File: src/include/slot_cfg_regs.vh
// register offsets, field positions, reset values and limits for the serial port slot configuration block
// Operation
// - standby port occupies no WAN slots
// - control leads follow port condition
// - any slot subset, non-adjacent allowed
// - slots 1-24 on T1, 1-31 on E1
// - no E1 slot 16 under CAS/CCS
// - one per-slot rate, speed rate times slots
// - oversize destination port becomes port 1
// - interface role DCE or DTE
// - save commits staged settings
// - undo restores last saved settings
// - copy duplicates selected port to next
`ifndef SLOT_CFG_REGS_VH
`define SLOT_CFG_REGS_VH

// register byte offsets
`define OFS_PORT_SEL 12'h000
`define OFS_CFG 12'h004
`define OFS_SLOT_MAP 12'h008
`define OFS_ACTION 12'h00c
`define OFS_STATUS 12'h010
`define OFS_ACT_MAP 12'h014
`define OFS_ACT_CFG 12'h018
`define OFS_SPEED 12'h01c

// config word fields
`define CFG_ACTIVE 0
`define CFG_DTE 1
`define CFG_RATE64 2
`define CFG_E1 3
`define CFG_SIG 4
`define CFG_CTS_LO 5
`define CFG_CTS_HI 6
`define CFG_RLSD_RTS 7
`define CFG_DEST_LO 8
`define CFG_DEST_HI 9
`define CFG_DPORT_LO 12
`define CFG_DPORT_HI 15
`define CFG_WIDTH 16

// action bits
`define ACT_SAVE 0
`define ACT_UNDO 1
`define ACT_COPY 2

// reset values: standby, dce, 56k, T1, cts perm
`define CFG_RESET 16'h0000
`define MAP_RESET 32'h0000_0000

// slot limits
`define T1_SLOTS 24
`define E1_SLOTS 31
`define E1_SIG_SLOT 16

// cts modes
`define CTS_PERM 2'h0
`define CTS_RLOCAL 2'h1
`define CTS_IGNOR 2'h2
`define CTS_LOCAL 2'h3

// destination kinds
`define DEST_USER 2'h2

// per-slot rates in kbps
`define RATE_56K 11'd56
`define RATE_64K 11'd64
`endif

File: src/verilog/slot_cfg.v
// per-port slot, role, lead and staging configuration with an APB register slave
`include "slot_cfg_regs.vh"

module slot_cfg #(
	parameter NPORTS = 4,
	parameter PW = 2,
	parameter DEST_PORTS = 4
) (
	// clock and reset
	input wire clk_sys,
	input wire sys_rst,
	// apb slave
	input wire psel,
	input wire penable,
	input wire pwrite,
	input wire [11:0] paddr,
	input wire [31:0] pwdata,
	output reg [31:0] prdata,
	output reg pready,
	output reg pslverr,
	// data path view of port 0 .. NPORTS-1 selected by mon_port
	input wire [PW-1:0] mon_port,
	input wire link_down,
	input wire local_rts,
	input wire remote_rts,
	output reg rlsd_ff,
	output reg dsr_ff,
	output reg cts_ff,
	output reg dte_role_ff,
	output reg [31:0] wan_slots_ff,
	output reg [10:0] port_kbps_ff
);

	reg [`CFG_WIDTH-1:0] stg_cfg [0:NPORTS-1];
	reg [`CFG_WIDTH-1:0] act_cfg [0:NPORTS-1];
	reg [31:0] stg_map [0:NPORTS-1];
	reg [31:0] act_map [0:NPORTS-1];
	reg [PW-1:0] sel_ff;
	reg refused_ff;

	// synchroniser stages: bit 0 local rts, bit 1 remote rts, bit 2 link down
	reg [2:0] rts_s1_ff;
	reg [2:0] rts_s2_ff;
	reg [2:0] rts_s3_ff;

	// filtered pin levels, only changed once two stages agree
	reg lrts_ff;
	reg rrts_ff;
	reg ldown_ff;

	// next values of the apb outputs
	reg nxt_pready;
	reg nxt_pslverr;
	reg [31:0] nxt_prdata;

	// next values of the lead and data-path outputs
	reg nxt_rlsd;
	reg nxt_dsr;
	reg nxt_lead_cts;
	reg [31:0] nxt_slots;
	reg [10:0] nxt_kbps;

	// loop index for the per-port arrays
	integer i;

	// filtered link state as seen by software
	wire link_down_seen = ldown_ff;

	// legal slot mask for a link type and signalling
	function [31:0] slot_mask;
		input e1;
		input sig;
		begin
			slot_mask = e1 ? 32'hffff_fffe : 32'h01ff_fffe;
			if (e1 && sig)
				slot_mask[`E1_SIG_SLOT] = 1'b0;
		end
	endfunction

	// number of set bits in a slot map
	function [5:0] slot_count;
		input [31:0] m;
		integer k;
		begin
			slot_count = 6'h00;
			for (k = 0; k < 32; k = k + 1)
				slot_count = slot_count + {5'h00, m[k]};
		end
	endfunction

	// clamp a user destination port to those that exist
	function [15:0] fix_dest;
		input [15:0] c;
		reg [3:0] p;
		begin
			p = c[`CFG_DPORT_HI:`CFG_DPORT_LO];
			fix_dest = c;
			if (c[`CFG_DEST_HI:`CFG_DEST_LO] == `DEST_USER &&
				(p == 4'h0 || {28'h000_0000, p} > DEST_PORTS))
				fix_dest[`CFG_DPORT_HI:`CFG_DPORT_LO] = 4'h1;
		end
	endfunction

	// aggregate speed for a committed port
	// a standby port reports zero so the speed never counts unused slots
	function [10:0] speed_of;
		input [15:0] c;
		input [31:0] m;
		reg [10:0] r;
		begin
			r = c[`CFG_RATE64] ? `RATE_64K : `RATE_56K;
			speed_of = c[`CFG_ACTIVE] ? r * {5'h00, slot_count(m)} : 11'h000;
		end
	endfunction

	// bus phase decode
	wire wr = psel && penable && pwrite;
	wire rd = psel && penable && !pwrite;
	wire [PW-1:0] nxt_port = sel_ff + {{(PW-1){1'b0}}, 1'b1};
	wire [`CFG_WIDTH-1:0] cur_cfg = stg_cfg[sel_ff];
	wire [31:0] wmask = slot_mask(cur_cfg[`CFG_E1], cur_cfg[`CFG_SIG]);

	// ready one cycle after setup; error for offsets past the last register
	always @* begin
		nxt_pready = psel && !penable;
		nxt_pslverr = psel && !penable && (paddr > `OFS_SPEED);
	end

	// apb register writes, staging and actions; single-cycle access
	// edits land only in the staged arrays so the data path never sees half a setup
	always @(posedge clk_sys or posedge sys_rst) begin
		if (sys_rst) begin
			sel_ff <= {PW{1'b0}};
			refused_ff <= 1'b0;
			pready <= 1'b0;
			pslverr <= 1'b0;
			for (i = 0; i < NPORTS; i = i + 1) begin
				stg_cfg[i] <= `CFG_RESET;
				act_cfg[i] <= `CFG_RESET;
				stg_map[i] <= `MAP_RESET;
				act_map[i] <= `MAP_RESET;
			end
		end else begin
			pready <= nxt_pready;
			pslverr <= nxt_pslverr;
			if (wr && pready) begin
				case (paddr)
				`OFS_PORT_SEL: sel_ff <= pwdata[PW-1:0];
				`OFS_CFG: begin
					stg_cfg[sel_ff] <= fix_dest(pwdata[15:0]);
					// narrowing to E1 sig drops slot 16
					stg_map[sel_ff] <= stg_map[sel_ff] & slot_mask(pwdata[`CFG_E1], pwdata[`CFG_SIG]);
				end
				`OFS_SLOT_MAP: begin
					stg_map[sel_ff] <= pwdata & wmask;
					refused_ff <= |(pwdata & ~wmask);
				end
				`OFS_ACTION: begin
					if (pwdata[`ACT_SAVE]) begin
						for (i = 0; i < NPORTS; i = i + 1) begin
							act_cfg[i] <= stg_cfg[i];
							act_map[i] <= stg_map[i];
						end
					end else if (pwdata[`ACT_UNDO]) begin
						for (i = 0; i < NPORTS; i = i + 1) begin
							stg_cfg[i] <= act_cfg[i];
							stg_map[i] <= act_map[i];
						end
					end else if (pwdata[`ACT_COPY]) begin
						stg_cfg[nxt_port] <= stg_cfg[sel_ff];
						stg_map[nxt_port] <= stg_map[sel_ff];
					end
				end
				default: ;
				endcase
			end
		end
	end

	// read data of the addressed register
	always @* begin
		case (paddr)
		`OFS_PORT_SEL: nxt_prdata = {{(32-PW){1'b0}}, sel_ff};
		`OFS_CFG: nxt_prdata = {16'h0000, stg_cfg[sel_ff]};
		`OFS_SLOT_MAP: nxt_prdata = stg_map[sel_ff];
		`OFS_STATUS: nxt_prdata = {30'h0, link_down_seen, refused_ff};
		`OFS_ACT_MAP: nxt_prdata = act_map[sel_ff];
		`OFS_ACT_CFG: nxt_prdata = {16'h0000, act_cfg[sel_ff]};
		`OFS_SPEED: nxt_prdata = {21'h0, speed_of(act_cfg[sel_ff], act_map[sel_ff])};
		default: nxt_prdata = 32'h0000_0000;
		endcase
	end

	// apb read data, captured in the setup cycle
	// held until the next setup so a slow master still sees stable data
	always @(posedge clk_sys or posedge sys_rst) begin
		if (sys_rst) begin
			prdata <= 32'h0000_0000;
		end else if (psel && !penable) begin
			prdata <= nxt_prdata;
		end
	end

	// three-stage synchronisers; change taken when stages two and three agree
	always @(posedge clk_sys or posedge sys_rst) begin
		if (sys_rst) begin
			rts_s1_ff <= 3'h0;
			rts_s2_ff <= 3'h0;
			rts_s3_ff <= 3'h0;
			lrts_ff <= 1'b0;
			rrts_ff <= 1'b0;
			ldown_ff <= 1'b0;
		end else begin
			rts_s1_ff <= {link_down, remote_rts, local_rts};
			rts_s2_ff <= rts_s1_ff;
			rts_s3_ff <= rts_s2_ff;
			if (rts_s2_ff[0] == rts_s3_ff[0])
				lrts_ff <= rts_s3_ff[0];
			if (rts_s2_ff[1] == rts_s3_ff[1])
				rrts_ff <= rts_s3_ff[1];
			if (rts_s2_ff[2] == rts_s3_ff[2])
				ldown_ff <= rts_s3_ff[2];
		end
	end

	wire [15:0] mc = act_cfg[mon_port];
	reg nxt_cts;

	// cts by configured mode
	always @* begin
		case (mc[`CFG_CTS_HI:`CFG_CTS_LO])
		`CTS_PERM: nxt_cts = 1'b1;
		`CTS_IGNOR: nxt_cts = 1'b0;
		default: nxt_cts = lrts_ff;
		endcase
	end

	// lead levels and slots of the monitored port by its condition
	// only the committed copy is used, so pending edits never disturb traffic
	always @* begin
		nxt_slots = 32'h0000_0000;
		nxt_kbps = speed_of(mc, act_map[mon_port]);
		nxt_rlsd = 1'b0;
		nxt_dsr = 1'b0;
		nxt_lead_cts = 1'b1;
		if (!mc[`CFG_ACTIVE]) begin
			// standby: no slots, carrier and set-ready low, cts high
			nxt_slots = 32'h0000_0000;
			nxt_rlsd = 1'b0;
			nxt_dsr = 1'b0;
			nxt_lead_cts = 1'b1;
		end else if (ldown_ff) begin
			// link down: slots kept, carrier dropped
			nxt_slots = act_map[mon_port];
			nxt_rlsd = 1'b0;
			nxt_dsr = 1'b1;
			nxt_lead_cts = nxt_cts;
		end else begin
			// active: carrier high or following the remote rts
			nxt_slots = act_map[mon_port];
			nxt_rlsd = mc[`CFG_RLSD_RTS] ? rrts_ff : 1'b1;
			nxt_dsr = 1'b1;
			nxt_lead_cts = nxt_cts;
		end
	end

	// registered lead and data-path outputs
	always @(posedge clk_sys or posedge sys_rst) begin
		if (sys_rst) begin
			rlsd_ff <= 1'b0;
			dsr_ff <= 1'b0;
			cts_ff <= 1'b1;
			dte_role_ff <= 1'b0;
			wan_slots_ff <= 32'h0000_0000;
			port_kbps_ff <= 11'h000;
		end else begin
			dte_role_ff <= mc[`CFG_DTE];
			wan_slots_ff <= nxt_slots;
			port_kbps_ff <= nxt_kbps;
			rlsd_ff <= nxt_rlsd;
			dsr_ff <= nxt_dsr;
			cts_ff <= nxt_lead_cts;
		end
	end

endmodule

File: config.mk
export PLATFORM = sky130hd
export DESIGN_NAME = slot_cfg
export DESIGN_NICKNAME = d
export VERILOG_FILES = /design/src/verilog/slot_cfg.v
export VERILOG_INCLUDE_DIRS = /design/src /design/src/include
export SDC_FILE = /design/constraint.sdc
export NUM_CORES = 2
export LEC_CHECK = 0
export ABC_AREA = 1
export ABC_CLOCK_PERIOD_IN_PS = 25000
export BUFFER_PORTS_ARGS = -buffer_cell sky130_fd_sc_hd__buf_2
export CAP_MARGIN = 20
export CORE_MARGIN = 8
export CORE_UTILIZATION = 23
export CTS_CLUSTER_SIZE = 10
export DETAILED_ROUTE_END_ITERATION = 16
export MAX_ROUTING_LAYER = met4
export PLACE_DENSITY = 0.45
export SYNTH_ARGS = -nofsm -noshare
export SYNTH_HDL_FRONTEND = slang
export SYNTH_SLANG_ARGS = --single-unit
export TNS_END_PERCENT = 5
File: constraint.sdc
create_clock -name clk_sys -period 25 [get_ports clk_sys]
set_clock_uncertainty 0.2 [all_clocks]
set_input_delay 2.5 -clock clk_sys [delete_from_list [all_inputs] [get_ports clk_sys]]
set_output_delay 2.5 -clock clk_sys [all_outputs]
set_load 0.02 [all_outputs]
==> impl_results.md <==
- Worst setup path start: mon_port[1]
- Crit path max-delay cell type: fa_1
- Crit Reg-Reg Startpoint: sel_ff[1]
- Hold Crit Start: rts_s1_ff[2]
- Detailed Route WL: 153000 µm
- Most used cell, CP: fa_1
- Synthesized flop and latch total: 477
- Hpwl dp: 99300 µm
- Root buffer selected by CTS: clkbuf_16
- Vias in the first global route: 30805
- Yosys warns: 0
- Gr usage total: 20.0%
- Outcome: complete, no violations
- Hold slack: 139 ps
- Max-cap violations: 0
- Leak: 17.2 nW
- Post-route DRC: 0
- Final non-filler cell total: about 6600
- Hold Crit Class: reg2reg
- Die Height: between 300 and 400 µm
- Die area: around 150000 µm²
- Average routed wire per standard cell: 23.3 µm
- Tcrit/Tclk final: 42.1%
- Setup Crit Path Kind: in2reg
- P_int: 1.55 mW
- 1st-pass router iterations: 6
- Post-synthesis cell type count: 54
- PostCTS Resize Cnt: 0
- CTS Buffer Depth: 3
- Fillcell total: 15451
- Maximum vdd ir drop: 0.139 mV
- Post-synthesis sequential area ratio: 37.0%
- Detail Route Antenna Nets: 0
- # hold bufs at CTS: 0
- # IOs: approximately 140
- Core ar.: 139000 µm²
- Top cells by count, synth: 1625 x nand2_1, 529 x o21ai_0, 476 x dfrtp_1, 439 x inv_1, 308 x nand3_1
- Syn Inst Count: roughly 4700
- Share of cells above drive strength 1: 7.54%
- Clk sinks: around 480
- Global-route wire length before repair: ~220000 µm
- Crit start category: input port
- Reg power frac: 33.9%
- Post-CTS Setup Inserts: 0
- Setup TNS: 0 ps
- Clock Latency Late Sink: 670 ps
- Avg Cell Area, Syn: 6.85 µm²
- Final #Nets: a little under 5000
- CTS tree: done
- P_sw: 801 µW
- RSZ-0062 raised after global routing: no
- Fmax: 95.1 MHz
- Clock power share: between 30% and 40%
- Initial antenna violation count: 11
- Rel. slew slack: 22.9%
- Buffers on Ports: 131
- Dominant cell type by area after synthesis: dfrtp_1
- Crit. End Element: register
- CP max FO: 47
- Cts bufs inserted: 60
- Via count: ~33000
- Vias per inst: 5.02
- Ys flop type: dfrtp_1
- Pins over their slew limit: 0
- GR Overflow Total: 0
- Worst endpoint data arrival time: 10840 ps
- Ys async rst share: 100%
- Pwr Density: 64.8 nW/µm²
- Largest net degree at the start of global routing: 228
- GPL Wtd Cong: 0.912
- Slew @ Worst Pin: roughly 1200 ps
- Worst Path Required: 25320 ps
- Most frequent cell after synthesis: nand2_1
- Initial Util: 23.2%
- Synthesis-to-finish area growth: 12.6%
- Die Wd: 391 µm
- H-tree depth: 2
- Final setup fails: 0
- Combinational cell fraction of total power: 29.5%
- Switching portion of total power: 34.0%
- Fin. Hold Viols: 0
- Fin crit period: 10510 ps
- Clock-pin slew on the worst setup and hold paths: 60 ps
- Top post-synthesis cells by area: dfrtp_1 37%, nand2_1 19%, o21ai_0 8.2%, inv_1 5.1%, nand3_1 4.8%
- Iteration-0 DRC Markers: just over 4000
- DP Cell Count: 6469
- Post-Syn Area: 32300 µm²
- Post-synth EDFFs: 0
- Slowest Stage Delay on Critical Path: 600 ps
- Site Rows: 137
- Top-area cell type share of the netlist area: between 30% and 40%
==> metrics by stage <==
step                total power [mW]  worst slack [ps]  utilization [%]  area [µm²]
floorplan                       1.34              8990                -       32300
global placement                1.51             13520             24.7       34400
detailed placement              1.52             13560             24.7       34400
CTS                             2.39             14250             26.0       36300
global route                    2.54             14030             26.1       36300
finish                          2.36             14490             26.1       36300
==> power groups by stage <==
stage	clock, mW	sequential, mW	combinational, mW
floorplan	0	0.825	0.516
global placement	0	0.813	0.700
detailed placement	0	0.813	0.704
CTS	0.882	0.799	0.710
global route	0.907	0.800	0.838
finish	0.862	0.799	0.695
==> registers in the layout, indices dropped and copies added (netlist names), 8 cells and up <==
name / count
port_kbps_ff: 8
wan_slots_ff: 32
act_cfg: 64
prdata: 32
stg_cfg: 64
stg_map: 128
act_map: 128
==> kinds of logic (layout without fill, tap and decap cells) <==
family	after synthesis	count (layout)	share of synthesized area, %
muxes	2	2	0.0698
buffers and inverters	771	753	9.97
AOI/OAI and AO/OA	1054	1054	18.3
DFF	477	477	37.0
xor gates and xnor gates	9	9	0.244
and+or+nand+nor	2291	2291	28.8
adders and majority gates	107	107	5.61
other	1	7	0.0116
==> layout by cell type, fill, tap and decap left out, types with 5 or more instances in the layout <==
| cell type | n |
|---|---|
| a21oi_1 | 156 |
| fa_1 | 64 |
| dfrtp_1 | 474 |
| o221ai_1 | 5 |
| inv_2 | 14 |
| clkinv_2 | 5 |
| a22oi_1 | 29 |
| a31oi_1 | 8 |
| o21ai_0 | 529 |
| inv_1 | 436 |
| nor2_1 | 277 |
| nand2_2 | 12 |
| xor2_1 | 7 |
| nor2_2 | 10 |
| nor3_1 | 5 |
| nor2_4 | 11 |
| clkbuf_16 | 60 |
| ha_1 | 40 |
| nand3_1 | 307 |
| o211ai_1 | 149 |
| buf_2 | 129 |
| o31ai_1 | 9 |
| o21ai_1 | 81 |
| o22ai_1 | 71 |
| buf_4 | 61 |
| nand4_1 | 28 |
| nand2_4 | 9 |
| nand2_1 | 1616 |
| clkbuf_8 | 15 |
| clkbuf_1 | 18 |
==> metal layers <==
metal | track usage (%) | vias up | wire, µm
met5 | - | - | 0
met2 | 29.3 | 1565 | 64700
met1 | 27.8 | 15935 | 69100
met3 | 3.39 | 276 | 13600
li1 | - | 15215 | -
met4 | 6.60 | 0 | 5760
==> critical path: cells and delay by family <==
kind	cells	cell delay [ps]
AOI/OAI and AO/OA	5	900
xor gates and xnor gates	1	160
adders and majority gates	12	5380
buffers and inverters	10	1280
and+or+nand+nor	6	600
==> final cells by class <==
type,count,area (µm²),share of cell area (%)
Antenna cell,4,10.0,0.0275
Clock buffer,93,1780,4.89
Clock inverter,8,86.3,0.238
Inverter,457,1740,4.78
Multi-Input combinational cell,3466,17200,47.4
Sequential cell,477,11900,32.9
Tap cell,1876,2350,6.46
Timing Repair Buffer,195,1210,3.33
==> path summary, 6_finish.rpt <==
path	slack, ps	end	cells past startpoint
setup / recovery	14490	port_kbps_ff[10]	34
hold / removal	140	rts_s2_ff[2]	0
setup reg to reg	14800	prdata[8]	35
hold reg to reg	140	rts_s2_ff[2]	0
max in group asynchronous	20500	sel_ff[0]	4
min in group asynchronous	1760	act_cfg[44]	2
No activity file was read; power rests on OpenSTA's default activity.
